[src/bus_lock_pkg.sv]
package bus_lock_pkg;

    // ------------------------------------------------------------
    // Port numbering
    // ------------------------------------------------------------
    localparam int PORT_COUNT = 16;
    localparam int PORT_BITS = 4;

    // ------------------------------------------------------------
    // Kind of a TLP presented for a forwarding decision
    // ------------------------------------------------------------
    typedef enum logic [2:0] {
        KIND_OTHER = 3'h0,
        KIND_MWR = 3'h1,
        KIND_MRDLK = 3'h2,
        KIND_CPLDLK = 3'h3,
        KIND_CPLLK = 3'h4,
        KIND_UNLOCK = 3'h5,
        KIND_INSERT = 3'h6
    } tlp_kind_type;

    // ------------------------------------------------------------
    // Lock sequence states
    // ------------------------------------------------------------
    typedef enum logic [2:0] {
        LOCK_IDLE = 3'h0,
        LOCK_REQ_DRAIN = 3'h1,
        LOCK_DN_LOCKED = 3'h2,
        LOCK_CPL_DRAIN = 3'h3,
        LOCK_BUS_LOCKED = 3'h4,
        LOCK_UNLOCK_DRAIN = 3'h5
    } lock_state_type;

    // ------------------------------------------------------------
    // Values after reset
    // ------------------------------------------------------------
    localparam logic [PORT_BITS-1:0] RESET_PORT = 4'h0;
    localparam logic [PORT_COUNT-1:0] RESET_MASK = 16'h0000;

endpackage

[src/bus_lock_tracker.sv]
`timescale 1ns/1ns
// What this block does
// - Only one locked sequence may be in progress at any time.
// - Locks only pair the partition upstream port with one own downstream port.
// - Lock is established only by a successful locked completion with data.
// - Upstream MRdLk is forwarded and locks its downstream port against other sources.
// - Blocking touches only TLPs mapped to VC0 at the egress port.
// - MRdLk waits for queued posted requests to its port; passes completions.
// - A locked downstream port stalls no traffic to other ports except a second MRdLk.
// - CplDLk from locked port is forwarded, locks upstream port, partition bus-locked.
// - CplDLk waits for posted requests queued from that port; passes non-posted.
// - Side-band register path stays usable during bus lock.
// - Further MRdLk, CplDLk, CplLk and MWr leave bus lock unchanged.
// - Locked ports may still insert their own messages and MSIs.
// - Upstream Unlock clears lock, goes to locked port, releases both ports.
// - Posted requests queued from upstream finish before the lock is left.
// - An Unlock is ignored when it is not from upstream or no lock is in progress.
// - Blocked TLPs are held, never dropped, until unlock.
module bus_lock_tracker (
    // Clock and reset
    input wire logic ref_clk_i,
    input wire logic rst_n_i,
    // Partition layout
    input wire logic [bus_lock_pkg::PORT_BITS-1:0] up_port_i,
    input wire logic [bus_lock_pkg::PORT_COUNT-1:0] member_i,
    // Presented TLP
    input wire logic tlp_valid_i,
    input wire logic [bus_lock_pkg::PORT_BITS-1:0] tlp_src_i,
    input wire logic [bus_lock_pkg::PORT_BITS-1:0] tlp_dst_i,
    input wire bus_lock_pkg::tlp_kind_type tlp_kind_i,
    input wire logic tlp_vc0_i,
    // Posted queue occupancy
    input wire logic [bus_lock_pkg::PORT_COUNT-1:0] posted_to_pend_i,
    input wire logic [bus_lock_pkg::PORT_COUNT-1:0] posted_from_pend_i,
    // Decision
    output logic tlp_ack_o,
    output logic tlp_held_o,
    // Lock status
    output logic [bus_lock_pkg::PORT_COUNT-1:0] locked_mask_o,
    output logic [bus_lock_pkg::PORT_BITS-1:0] locked_dn_o,
    output logic bus_locked_o,
    output logic unlock_fwd_o,
    output logic cfg_hold_o
);

    // ------------------------------------------------------------
    // State
    // ------------------------------------------------------------
    typedef struct packed {
        bus_lock_pkg::lock_state_type st;
        logic [bus_lock_pkg::PORT_BITS-1:0] dn;
        logic [bus_lock_pkg::PORT_COUNT-1:0] mask;
        logic ack;
        logic held;
        logic unlock_fwd;
        logic bus_lock;
    } lock_regs_type;

    lock_regs_type r;
    lock_regs_type next_r;
    logic gate_hold;
    logic from_up;
    logic from_dn;
    logic to_dn;
    logic dst_member;
    logic up_drained;
    logic take;
    logic [bus_lock_pkg::PORT_COUNT-1:0] up_bit;
    logic [bus_lock_pkg::PORT_COUNT-1:0] dst_bit;

    // ------------------------------------------------------------
    // Egress blocking check
    // ------------------------------------------------------------
    lock_block_gate u_gate (
        .locked_mask_i(r.mask),
        .up_port_i(up_port_i),
        .dn_port_i(r.dn),
        .src_i(tlp_src_i),
        .dst_i(tlp_dst_i),
        .vc0_i(tlp_vc0_i),
        .insert_i(tlp_kind_i == bus_lock_pkg::KIND_INSERT),
        .hold_o(gate_hold)
    );

    assign from_up = (tlp_src_i == up_port_i);
    assign from_dn = (tlp_src_i == r.dn);
    assign to_dn = (tlp_dst_i == r.dn);
    assign dst_member = member_i[tlp_dst_i];
    assign up_bit = bus_lock_pkg::PORT_COUNT'(1) << up_port_i;
    assign dst_bit = bus_lock_pkg::PORT_COUNT'(1) << tlp_dst_i;
    assign up_drained = !posted_from_pend_i[up_port_i];
    // The source keeps valid up during the acknowledge cycle, so skip it
    assign take = tlp_valid_i && !r.ack;

    // ------------------------------------------------------------
    // Next state
    // ------------------------------------------------------------
    always_comb begin
        next_r = r;
        next_r.ack = 1'b0;
        next_r.held = 1'b0;
        next_r.unlock_fwd = 1'b0;
        if (take) begin
            // Blocked TLPs wait in place; nothing here ever discards them
            next_r.held = 1'b1;
            case (tlp_kind_i)
                bus_lock_pkg::KIND_MRDLK: begin
                    if (!from_up || !dst_member || tlp_dst_i == up_port_i) begin
                        // Not a lock request of this partition: ordinary read
                        next_r.held = gate_hold;
                        next_r.ack = !gate_hold;
                    end else if (r.st == bus_lock_pkg::LOCK_IDLE) begin
                        next_r.st = bus_lock_pkg::LOCK_REQ_DRAIN;
                        next_r.dn = tlp_dst_i;
                        next_r.mask = dst_bit;
                    end else if (r.st == bus_lock_pkg::LOCK_REQ_DRAIN) begin
                        // Only posted writes ahead of it count; completions are overtaken
                        if (!posted_to_pend_i[r.dn]) begin
                            next_r.st = bus_lock_pkg::LOCK_DN_LOCKED;
                            next_r.held = 1'b0;
                            next_r.ack = 1'b1;
                        end
                    end else if (to_dn && (r.st == bus_lock_pkg::LOCK_BUS_LOCKED
                                           || r.st == bus_lock_pkg::LOCK_DN_LOCKED)) begin
                        // Repeat locked read to the same device keeps the lock as it is
                        if (!posted_to_pend_i[r.dn]) begin
                            next_r.held = 1'b0;
                            next_r.ack = 1'b1;
                        end
                    end
                    // A second lock to another port stays held until unlock
                end
                bus_lock_pkg::KIND_CPLDLK: begin
                    if (r.st == bus_lock_pkg::LOCK_DN_LOCKED && from_dn) begin
                        next_r.st = bus_lock_pkg::LOCK_CPL_DRAIN;
                    end else if (r.st == bus_lock_pkg::LOCK_CPL_DRAIN && from_dn) begin
                        // Posted writes from the locked port go out first
                        if (!posted_from_pend_i[r.dn]) begin
                            next_r.st = bus_lock_pkg::LOCK_BUS_LOCKED;
                            next_r.mask = r.mask | up_bit;
                            next_r.held = 1'b0;
                            next_r.ack = 1'b1;
                        end
                    end else begin
                        next_r.held = gate_hold;
                        next_r.ack = !gate_hold;
                    end
                end
                bus_lock_pkg::KIND_UNLOCK: begin
                    if (!from_up || r.st == bus_lock_pkg::LOCK_IDLE) begin
                        // No lock to release: let it through untouched
                        next_r.held = 1'b0;
                        next_r.ack = 1'b1;
                    end else if (r.st == bus_lock_pkg::LOCK_UNLOCK_DRAIN) begin
                        if (up_drained) begin
                            next_r.st = bus_lock_pkg::LOCK_IDLE;
                            next_r.mask = bus_lock_pkg::RESET_MASK;
                            next_r.held = 1'b0;
                            next_r.ack = 1'b1;
                            next_r.unlock_fwd = 1'b1;
                        end
                    end else begin
                        next_r.st = bus_lock_pkg::LOCK_UNLOCK_DRAIN;
                    end
                end
                default: begin
                    // CplLk, MWr, messages and the rest follow the egress blocks
                    next_r.held = gate_hold;
                    next_r.ack = !gate_hold;
                end
            endcase
        end else if (!tlp_valid_i && r.st == bus_lock_pkg::LOCK_REQ_DRAIN) begin
            // Request withdrawn before it went out: no lock was ever made
            next_r.st = bus_lock_pkg::LOCK_IDLE;
            next_r.mask = bus_lock_pkg::RESET_MASK;
        end
        // Only a completed lock counts, so unlocking a failed lock never flags bus lock
        next_r.bus_lock = (next_r.st == bus_lock_pkg::LOCK_BUS_LOCKED)
                          || (next_r.st == bus_lock_pkg::LOCK_UNLOCK_DRAIN && r.bus_lock);
    end

    // ------------------------------------------------------------
    // Registers
    // ------------------------------------------------------------
    always_ff @(posedge ref_clk_i or negedge rst_n_i) begin
        if (!rst_n_i) begin
            r.st <= bus_lock_pkg::LOCK_IDLE;
            r.dn <= bus_lock_pkg::RESET_PORT;
            r.mask <= bus_lock_pkg::RESET_MASK;
            r.ack <= 1'b0;
            r.held <= 1'b0;
            r.unlock_fwd <= 1'b0;
            r.bus_lock <= 1'b0;
        end else begin
            r <= next_r;
        end
    end

    // ------------------------------------------------------------
    // Outputs
    // ------------------------------------------------------------
    assign tlp_ack_o = r.ack;
    assign tlp_held_o = r.held;
    assign locked_mask_o = r.mask;
    assign locked_dn_o = r.dn;
    assign bus_locked_o = r.bus_lock;
    assign unlock_fwd_o = r.unlock_fwd;
    // Config completions cannot be made while bus-locked; side-band access stays open
    assign cfg_hold_o = r.bus_lock;

endmodule

[src/lock_block_gate.sv]
`timescale 1ns/1ns
module lock_block_gate (
    // Lock view
    input wire logic [bus_lock_pkg::PORT_COUNT-1:0] locked_mask_i,
    input wire logic [bus_lock_pkg::PORT_BITS-1:0] up_port_i,
    input wire logic [bus_lock_pkg::PORT_BITS-1:0] dn_port_i,
    // Presented TLP
    input wire logic [bus_lock_pkg::PORT_BITS-1:0] src_i,
    input wire logic [bus_lock_pkg::PORT_BITS-1:0] dst_i,
    input wire logic vc0_i,
    input wire logic insert_i,
    // Decision
    output logic hold_o
);

    logic [bus_lock_pkg::PORT_COUNT-1:0] hit;

    // ------------------------------------------------------------
    // Per egress port block test
    // ------------------------------------------------------------
    genvar p;
    generate
        for (p = 0; p < bus_lock_pkg::PORT_COUNT; p++) begin : g_port
            logic exempt;
            logic [bus_lock_pkg::PORT_BITS-1:0] own;
            assign own = bus_lock_pkg::PORT_BITS'(p);
            // The partner of a locked port is the only source let through
            assign exempt = (own == dn_port_i) ? (src_i == up_port_i) : (src_i == dn_port_i);
            assign hit[p] = locked_mask_i[p] && (dst_i == own) && !exempt;
        end
    endgenerate

    // Non-VC0 traffic and messages the ports insert themselves never wait
    assign hold_o = vc0_i && !insert_i && (|hit);

endmodule

[config.mk]
export PLATFORM = sky130hd
export DESIGN_NAME = bus_lock_tracker
export DESIGN_NICKNAME = d
export VERILOG_FILES = /design/src/bus_lock_pkg.sv /design/src/bus_lock_tracker.sv /design/src/lock_block_gate.sv
export SDC_FILE = /design/constraint.sdc
export NUM_CORES = 1
export LEC_CHECK = 0
export BUFFER_PORTS_ARGS = -buffer_cell sky130_fd_sc_hd__buf_4
export CORE_MARGIN = 5
export CORE_UTILIZATION = 58
export DETAILED_ROUTE_END_ITERATION = 16
export PLACE_DENSITY = 0.86
export SETUP_SLACK_MARGIN = 0.1
export SLEW_MARGIN = 20
export SYNTH_ARGS = -nofsm -noshare
export SYNTH_HDL_FRONTEND = slang
export SYNTH_SLANG_ARGS = --single-unit
export TNS_END_PERCENT = 100
[constraint.sdc]
create_clock -name ref_clk_i -period 5 [get_ports ref_clk_i]
set_input_delay 1 -clock ref_clk_i [delete_from_list [all_inputs] [get_ports ref_clk_i]]
set_output_delay 1 -clock ref_clk_i [all_outputs]
set_load 0.01 [all_outputs]
Word-level counts from Yosys, hierarchy flattened
Cells that the tools add are included.
{ "word_totals": {"register_bits": 27, "latchBits": 0, "mem_bits_rw": 0, "mem_bits_ro": 0, "input_bits": 67, "output_inout_bits": 25, "wordCells": 200, "mem_count": 0} }
{ "op_classes": {"n_addsub": 0, "multipliers": 0, "div_mod_pow": 0, "n_lt_le_gt_ge": 3, "n_eq_ne": 54, "shifts": 2, "mux": 58, "bitwise_logic": 2, "reduce_logical": 74} }
{ "op_table": {"columns": ["operator", "count"], "rows": [
  ["2-to-1 mux 16 bit", 4],
  ["case mux 16 bit (3 select lines)", 1],
  ["logical AND 1 bit", 40],
  ["2-to-1 mux 19 bit", 2],
  ["2-to-1 mux 18 bit", 2],
  ["2-to-1 mux 3 bit", 12],
  ["== test 4 bit, first input constant", 8],
  ["== test 4 bit, second input constant", 8],
  ["<< shifter 1 x 4 -> 16 bit, first input constant", 2],
  ["!= test 3 bit, second input constant", 8],
  ["2-to-1 mux 23 bit", 1],
  ["zero test 1 bit", 22],
  ["2-to-1 mux 1 bit", 22],
  ["2-to-1 mux 20 bit", 1],
  ["== test 3 bit, second input constant", 6],
  ["binary-select mux 1 bit (select 4 bit)", 4],
  ["== test 3 x 4 -> 1 bit, first input constant", 4],
  ["== test 4 x 3 -> 1 bit, second input constant", 4],
  ["== test 4 bit", 4],
  ["bitwise OR 16 bit", 1],
  ["OR reduction 16 bit", 1],
  ["less-than comparator 4 x 5 -> 1 bit, second input constant", 3],
  ["2-to-1 mux 2 bit", 7],
  ["== test 3 x 2 -> 1 bit, second input constant", 4],
  ["other kinds (15)", 22]
]} }

Depth between registers and ports, before layout
Gate-level depths: netlist of run 1.
{ "logic_depth": {"word_depth": 11, "ltp_mapped": 10, "mapped_depth_nobuf": 7} }

Cells and area by module
From an unflattened synthesis of run 1, not the netlist that was laid out.
{ "hier_totals": {"cells_unflattened": 436, "area_unflattened_um2": 3578.4} }
{ "modules_own_cells": {"columns": ["mod", "n_inst", "cells_each", "area_per_inst_um2", "seq_area_each_um2"], "rows": [
  ["bus_lock_tracker", 1, 321, 2817.7, 675.6],
  ["lock_block_gate", 1, 115, 760.7, 0.0]
]} }

Worst setup path before layout of run 1
OpenSTA, ideal clock, no wires.
{ "synth_path": {"path_kind": "input-to-reg", "from": "input up_port_i[0] in the netlist's numbering", "to": "register r (netlist bit locked_mask_o[0])", "setup_time_ps": 119, "arrival_time_ps": 3197, "required_time_ps": 4881, "slack_ps": 1685, "cell_stages": 10, "path_buffers": 3, "cell_sequence": "clkbuf_1 xnor2_1 nand4_1 clkbuf_1 nor3_1 a21boi_0 a211oi_1 buf_2 o32ai_1 o21a_1"} }
{ "synth_between": {"elab_chain_cells": 7, "elab_cells_between_ends": 19, "cone_classes": "eq/ne: 5; shift: 1; mux: 7; bitwise: 1; reduce/logical: 5"} }
{ "synth_rtl": {"columns": ["item", "line_no", "rtl"], "rows": [
  ["start: declaration", "bus_lock_tracker.sv:24", "input wire logic [bus_lock_pkg::PORT_BITS-1:0] up_port_i,"],
  ["parallel branches: the longest is 7 deep, another holds AND reduction 10 bit", null, null],
  ["end signal: assignment", "bus_lock_tracker.sv:195", "r <= next_r;"],
  ["end: declaration", "bus_lock_tracker.sv:59", "lock_regs_type r;"]
]} }
Several ways; the timed one is not identified. The select of a mux whose other input is x is not followed.
A chain may end at the register's enable or synchronous reset.

Final worst setup path of run 1
{ "layout_path": {"from": "input up_port_i[0] in the netlist's numbering", "to": "register r (netlist bit locked_mask_o[11])"} }
Same word-level chain as after synthesis.

==> results_dict.tcl, run 1 <==
set metrics [dict create \
    rrSetupSlack_ns 1.64 \
    final.period_utilization 0.677 \
    synth-async-reset-ratio 1.00 \
    clock_tree.htree_level_count 1 \
    grt_overflow_total 0 \
    syn-instance-count 375 \
    ant_nets 0 \
    drive_above_1_share 0.294 \
    synthesis.nets 442 \
    setup_viol 0 \
    maxClockFrequency_mhz 295 \
    synth_top_family_by_area "compound AO/OA/AOI/OAI gates" \
    worstHoldPathCells 2 \
    grt_setup_unrepaired "false" \
    antenna_fix_cells 0 \
    path_depth 7 \
    postCtsSetupRepairBufs 0 \
    tritoncts "built" \
    detailed_place_hpwl_um 7480 \
    gp_congestion 0.938 \
    synth-compound-area-share 0.276 \
    critical-path-slowest-cell "sky130_fd_sc_hd__a221oi_4" \
    worst_setup_slack_before_clock_tree_synthesis_ns 1.37 \
    grt_pass1_wl_um 16800 \
    area_of_all_placed_cells_without_fillers_sq_mm 0.00376 \
    postPlaceCellArea_sq_mm 0.00371 \
    final-hold-violation-count 0 \
    cpPeakStageDelay_ns 0.75 \
    fin_ws_ns 1.62 \
    firstDrtPassIters 6 \
    r2r.worst_path.cells 5 \
    finalSetupTns_ns 0 \
    synth_simple_gate_area_share 0.211 \
    initial_core_util 0.592 \
    die_h_um 84.5 \
    slew_headroom 0.412 \
    cp.buffers_inverters 1 \
    nNetsFinal 486 \
    dr_total_vias 3415 \
    drt-vias-per-instance 6.97 \
    power_per_cell_area_mw_per_mm2 149 \
    cts_hold_buf 0 \
    initial_antenna_violation_count 0 \
    routed_wire_length_per_instance_um 20.6 \
    number_of_cts_inserted_buffers 3 \
    synthXorXnorAreaFrac 0.0463 \
    timing.final.max_slew_violations 0 \
    drv_cap 0 \
    clk_root_buffer_cell "sky130_fd_sc_hd__clkbuf_8" \
    totalWireLength_um 10100 \
    crit_path_cell_trace "buf_4, xnor2_1, nand4_1, nor3_1, nand2_1, a221oi_4, o21a_1" \
    die_width_um 84.5 \
    worst_setup_path_end_kind "flop" \
    cts.sink_count 27 \
    yosys.cell_types.count 60 \
    synthesis.area_sq_mm 0.00322 \
    tightest_slew_ns 0.881 \
    drtIter0Drc 297 \
    synth_enable_flop_cells 0 \
    fill_cells 440 \
    site_row_count 27 \
    floorplan.die_area_sq_mm 0.00714 \
    finalCriticalPeriod_ns 3.38 \
    numPortBuffers 91 \
    synth-main-ff-cell "sky130_fd_sc_hd__dfrtp_1" \
    outcome "finished, final reports clean" \
    synth.area.mux_share 0.154 \
    post_synthesis_to_final_layout_area_growth_pct 16.8 \
    cts.path.max_buffers 2 \
    yosys_register_bits 27 \
    min-delay-path-class "flop to flop" \
    io-pin-count 92 \
    arrival_time_at_the_worst_endpoint_ns 3.61 \
    highest_net_fanout_along_the_worst_path 16 \
    ir_drop_mv 0.101 \
    maximum_number_of_pins_on_one_net_before_global_route_repair 28 \
    grt.total_usage 0.284 \
    leakagePower_nw 1.53 \
    floorplan.core_area_sq_mm 0.00544 \
    route.detailed.drc 0 \
    clock_latency_ns 0.28 \
    synth-adder-area-share 0 \
    synth_sequential_area_ratio 0.210 \
    critPathTopFamily "simple AND/OR/NAND/NOR gates" \
    setup.worst_path.class "primary input to flop" \
    first_global_vias 3461 \
    finClkSkew_ns 0.00286 \
    cts_repair_resize_count 0 \
    yosys_warnings 0 \
    worstSetupStartpointType "primary input" \
    clk_pin_slew_worst_paths_ns 0.10 \
    crit_required_ns 5.23 \
    timing.hold.ws_ns 0.563 \
    fin_total_pwr_w 0.000559 \
    synth.avg_cell_area_sq_um 8.58 \
]
registers in the layout (all words and copies together), names as in the netlist:
signal / cells
locked_mask_o: 16
locked_dn_o: 4
r: 3
bus_locked_o: 1
tlp_ack_o: 1
tlp_held_o: 1
unlock_fwd_o: 1
metal layers:
metal / track usage / up-vias / part of all wire / wire [um]
met5: 0 / - / 0 / 0
met1: 0.353 / 1623 / 0.36 / 3650
met3: 0.0491 / 44 / 0.095 / 960
met4: 0.108 / 0 / 0.037 / 376
met2: 0.490 / 224 / 0.51 / 5100
li1: - / 1524 / - / -
synthesized netlist by cell type (all sizes together), types with 3 or more instances:
library cell / n / area (sq um)
buf: 31 / 213
dfrtp: 27 / 676
nand2: 27 / 101
clkbuf: 24 / 90.1
o21a: 18 / 135
a21oi: 17 / 85.1
mux4: 17 / 398
nor2: 17 / 63.8
o32ai: 17 / 149
nor2b: 16 / 100
xor2: 12 / 105
o21ai: 11 / 55.1
nand3: 10 / 50.1
a22oi: 9 / 67.6
a31oi: 9 / 56.3
inv: 8 / 30.0
nand4: 7 / 43.8
nor3: 7 / 35.0
a211oi: 6 / 45.0
nor4: 6 / 37.5
and3b: 5 / 43.8
mux2: 5 / 56.3
nand2b: 5 / 31.3
xnor2: 5 / 43.8
mux2i: 4 / 40.0
nand3b: 4 / 30.0
o22ai: 4 / 25.0
or4: 4 / 33.8
a311oi: 3 / 26.3
and2: 3 / 18.8
o2111ai: 3 / 26.3
o211ai: 3 / 22.5
or4b: 3 / 30.0
stage by stage:
step                      instances   util
after global placement          486  0.682
after global routing            490  0.691
after floorplan                 375      -
final                           490  0.691
after detailed placement        486  0.682
after CTS                       490  0.691
worst paths after layout:
path | from | end
worst max-delay path | up_port_i[0] | locked_mask_o[11]
worst min-delay path | bus_locked_o | bus_locked_o
worst max register to register | locked_dn_o[3] | locked_mask_o[11]
worst min register to register | bus_locked_o | bus_locked_o
max in group asynchronous | rst_n_i | locked_mask_o[9]
min in group asynchronous | rst_n_i | r[26]
area by class of cell:
| type | count | area (sq um) | area share |
|---|---|---|---|
| multi-input combinational | 285 | 2210 | 0.588 |
| timing repair buffer | 94 | 706 | 0.188 |
| sequential | 27 | 676 | 0.180 |
| tap | 72 | 90.1 | 0.0240 |
| clock buffer | 3 | 41.3 | 0.0110 |
| inverter | 8 | 30.0 | 0.00799 |
| clock inverter | 1 | 7.51 | 0.00200 |
layout by cell type (no fill, tap or decap), types with 8 or more instances in the layout:
cell and instances:
sky130_fd_sc_hd__a22oi_1 9, sky130_fd_sc_hd__a31oi_1 9, sky130_fd_sc_hd__nor2b_1 16, sky130_fd_sc_hd__o21ai_0 11
sky130_fd_sc_hd__buf_4 94, sky130_fd_sc_hd__nand2_1 27, sky130_fd_sc_hd__inv_1 8, sky130_fd_sc_hd__xor2_1 12
sky130_fd_sc_hd__dfrtp_1 27, sky130_fd_sc_hd__a21oi_1 17, sky130_fd_sc_hd__o32ai_1 17, sky130_fd_sc_hd__o21a_1 18
sky130_fd_sc_hd__nand3_1 10, sky130_fd_sc_hd__mux4_2 13, sky130_fd_sc_hd__nor2_1 17
power breakdown:
group,switching (W),leakage [nW],internal [W]
combinational,0.0000981,1.14,0.0000943
sequential,0.0000115,0.375,0.000222
clock,0.0000766,0.0217,0.0000568
total,0.000186,1.53,0.000373
cells by family after synthesis:
group | after synthesis
mux | 26
buf+inv | 63
flops | 27
xor+xnor | 17
simple gates | 122
compound gates | 120
worst min-delay path, cell delays in order, from the launching register on:
cell                       delay, ns
sky130_fd_sc_hd__dfrtp_1        0.41
sky130_fd_sc_hd__inv_1          0.06
sky130_fd_sc_hd__a211oi_1       0.06
(Power assumes the default switching activity.)
==> inputs of run 2 (changes only) <==
CORE_UTILIZATION = 48   (was 58)
PLACE_DENSITY = 0.76   (was 0.86)
clock period = 2.8 ns   (was 5 ns; I/O delays follow)
==> run 2 against run 1 <==
Net effect: wire length rose by 7.4%; critical path type is now flop to flop; critical path depth shrank 1; clock skew grew 0.0015 ns; via count rose by 2.0%; power grew 87%; clock-buffer cell count stayed put; clock power increased by 80%; flip-flop and latch count unchanged; sequential power increased by 76%; non-clock buffer count grew 34.
==> results_dict.tcl, run 2 (same netlist as run 1, synthesis figures left out) <==
set metrics [dict create \
    nNetsFinal 520 \
    cts.sink_count 27 \
    seq_power_share 0.391 \
    number_of_cts_inserted_buffers 3 \
    grt_pass1_wl_um 17500 \
    r2r-end "locked_mask_o[8]" \
    rrSetupSlack_ns 0.12 \
    dr_total_vias 3484 \
    path_depth 6 \
    swShare 0.332 \
    slew_headroom 0.536 \
    grt_overflow_total 0 \
    pwr-share-comb 0.380 \
    gp_congestion 0.984 \
    worstSetupStartpointType "flop" \
    postCtsSetupRepairBufs 0 \
    critPathTopFamily "multiplexers" \
    cellInternalPower_w 0.000697 \
    tritoncts "built" \
    cts_hold_buf 0 \
    clk_pin_slew_worst_paths_ns 0.10 \
    detailed_place_hpwl_um 8530 \
    io-pin-count 92 \
    outcome "finished, final reports clean" \
    floorplan.die_area_sq_mm 0.00844 \
    routed_wire_length_per_instance_um 20.5 \
    drive_above_1_share 0.361 \
    arrival_time_at_the_worst_endpoint_ns 2.91 \
    floorplan.core_area_sq_mm 0.00642 \
    switching_power_w 0.000347 \
    post_synthesis_to_final_layout_area_growth_pct 26.8 \
    die_width_um 91.9 \
    worst_setup_slack_before_clock_tree_synthesis_ns -0.173 \
    ir_drop_mv 0.186 \
    antenna_fix_cells 0 \
    clock_tree.htree_level_count 1 \
    route.detailed.drc 0 \
    cpPeakStageDelay_ns 0.57 \
    fin_ws_ns 0.116 \
    final-hold-violation-count 0 \
    initial_antenna_violation_count 0 \
    layout.cells.most_common "sky130_fd_sc_hd__buf_4" \
    final.period_utilization 0.958 \
    largest_reg_flops 16 \
    first_global_vias 3503 \
    timing.hold.ws_ns 0.175 \
    r2r.worst_path.cells 6 \
    setup_viol 0 \
    fin_total_pwr_w 0.00104 \
    drtIter0Drc 303 \
    die_h_um 91.9 \
    finalCriticalPeriod_ns 2.68 \
    layoutNonFillerInstCount 529 \
    worst_setup_path_end_kind "flop" \
    finClkSkew_ns 0.00434 \
    firstDrtPassIters 6 \
    tightest_slew_ns 0.693 \
    crit_path_cell_trace "mux4_1, mux4_2, or4_4, a221oi_4, buf_12, o21a_1" \
    most_frequent_cells_in_the_layout "127 x sky130_fd_sc_hd__buf_4, 27 x sky130_fd_sc_hd__nand2_1, 26 x sky130_fd_sc_hd__dfrtp_1" \
    timing.final.max_slew_violations 0 \
    drv_cap 0 \
    share_of_power_burned_in_the_clock_network 0.229 \
    initial_core_util 0.501 \
    maxClockFrequency_mhz 373 \
    site_row_count 29 \
    placedCellCount 525 \
    crit-reg2reg-launch "locked_dn_o[2]" \
    clk_root_buffer_cell "sky130_fd_sc_hd__clkbuf_8" \
    maximum_number_of_pins_on_one_net_before_global_route_repair 28 \
    crit_required_ns 3.03 \
    critical-path-slowest-cell "sky130_fd_sc_hd__mux4_1" \
    cts.path.max_buffers 2 \
    clock_latency_ns 0.28 \
    setup.worst_path.class "flop to flop" \
    cp.buffers_inverters 1 \
    ant_nets 0 \
    grt.total_usage 0.252 \
    power_per_cell_area_mw_per_mm2 256 \
    grt_setup_unrepaired "true" \
    min-delay-path-class "primary input to asynchronous set/reset pin" \
    numPortBuffers 91 \
    highest_net_fanout_along_the_worst_path 16 \
    leakagePower_nw 1.71 \
    totalWireLength_um 10800 \
    drt-vias-per-instance 6.59 \
]
[run 2: changes by cell type in the layout (fill, tap and decap cells not counted), sizes merged]
cell | previous run | this run
buf | 94 | 128
[run 2: metrics by stage]
step	utilization	TNS [ns]	cell area (sq um)
global route	0.635	0	4080
detailed placement	0.621	-2.21	3990
CTS	0.630	0	4050
finish	0.635	0	4080
global placement	0.621	-1.42	3990
floorplan	-	0	3230
[run 2: layer usage]
metal  vias to the layer above  wire, um  GRT usage  part of all wire
met1                      1639      4210      0.326              0.39
met4                         0       262     0.0718             0.024
met3                        28      1010     0.0270             0.093
li1                       1592         -          -                 -
met2                       225      5350      0.444              0.49
met5                         -         0          0                 0
[run 2: repair_timing]
action / 4_1_cts / 5_1_grt
setup endpoints to repair: 17 / 19
gates resized for setup: 2 / 7
cloned: 0 / 0
pin swaps: 0 / 1
[run 2: worst max path at each step]
stage          slack [ns]            from                end
3_5_place_dp        -0.17    tlp_src_i[3]   locked_mask_o[5]
2_1_floorplan        0.10    tlp_dst_i[1]  locked_mask_o[10]
4_1_cts              0.10  locked_dn_o[2]   locked_mask_o[8]
5_1_grt              0.02  locked_dn_o[2]   locked_mask_o[8]
3_3_place_gp        -0.11    up_port_i[0]   locked_mask_o[5]
6_report             0.12  locked_dn_o[2]   locked_mask_o[8]
[run 2: power by group through the flow]
stage | sequential [W] | combinational, W | clock [W]
floorplan | 0.000411 | 0.000221 | 0
global placement | 0.000415 | 0.000379 | 0
detailed placement | 0.000416 | 0.000386 | 0
CTS | 0.000408 | 0.000389 | 0.000250
global route | 0.000410 | 0.000424 | 0.000268
finish | 0.000409 | 0.000397 | 0.000239
[run 2: area by class of cell]
class	count	area, sq um
fillers	565	2340
multi-input cells	285	2260
repair buffers	128	973
flip-flops and latches	27	677
well taps	77	96.3
clock buffers	3	41.3
inverters	8	30.0
clock inverters	1	7.51
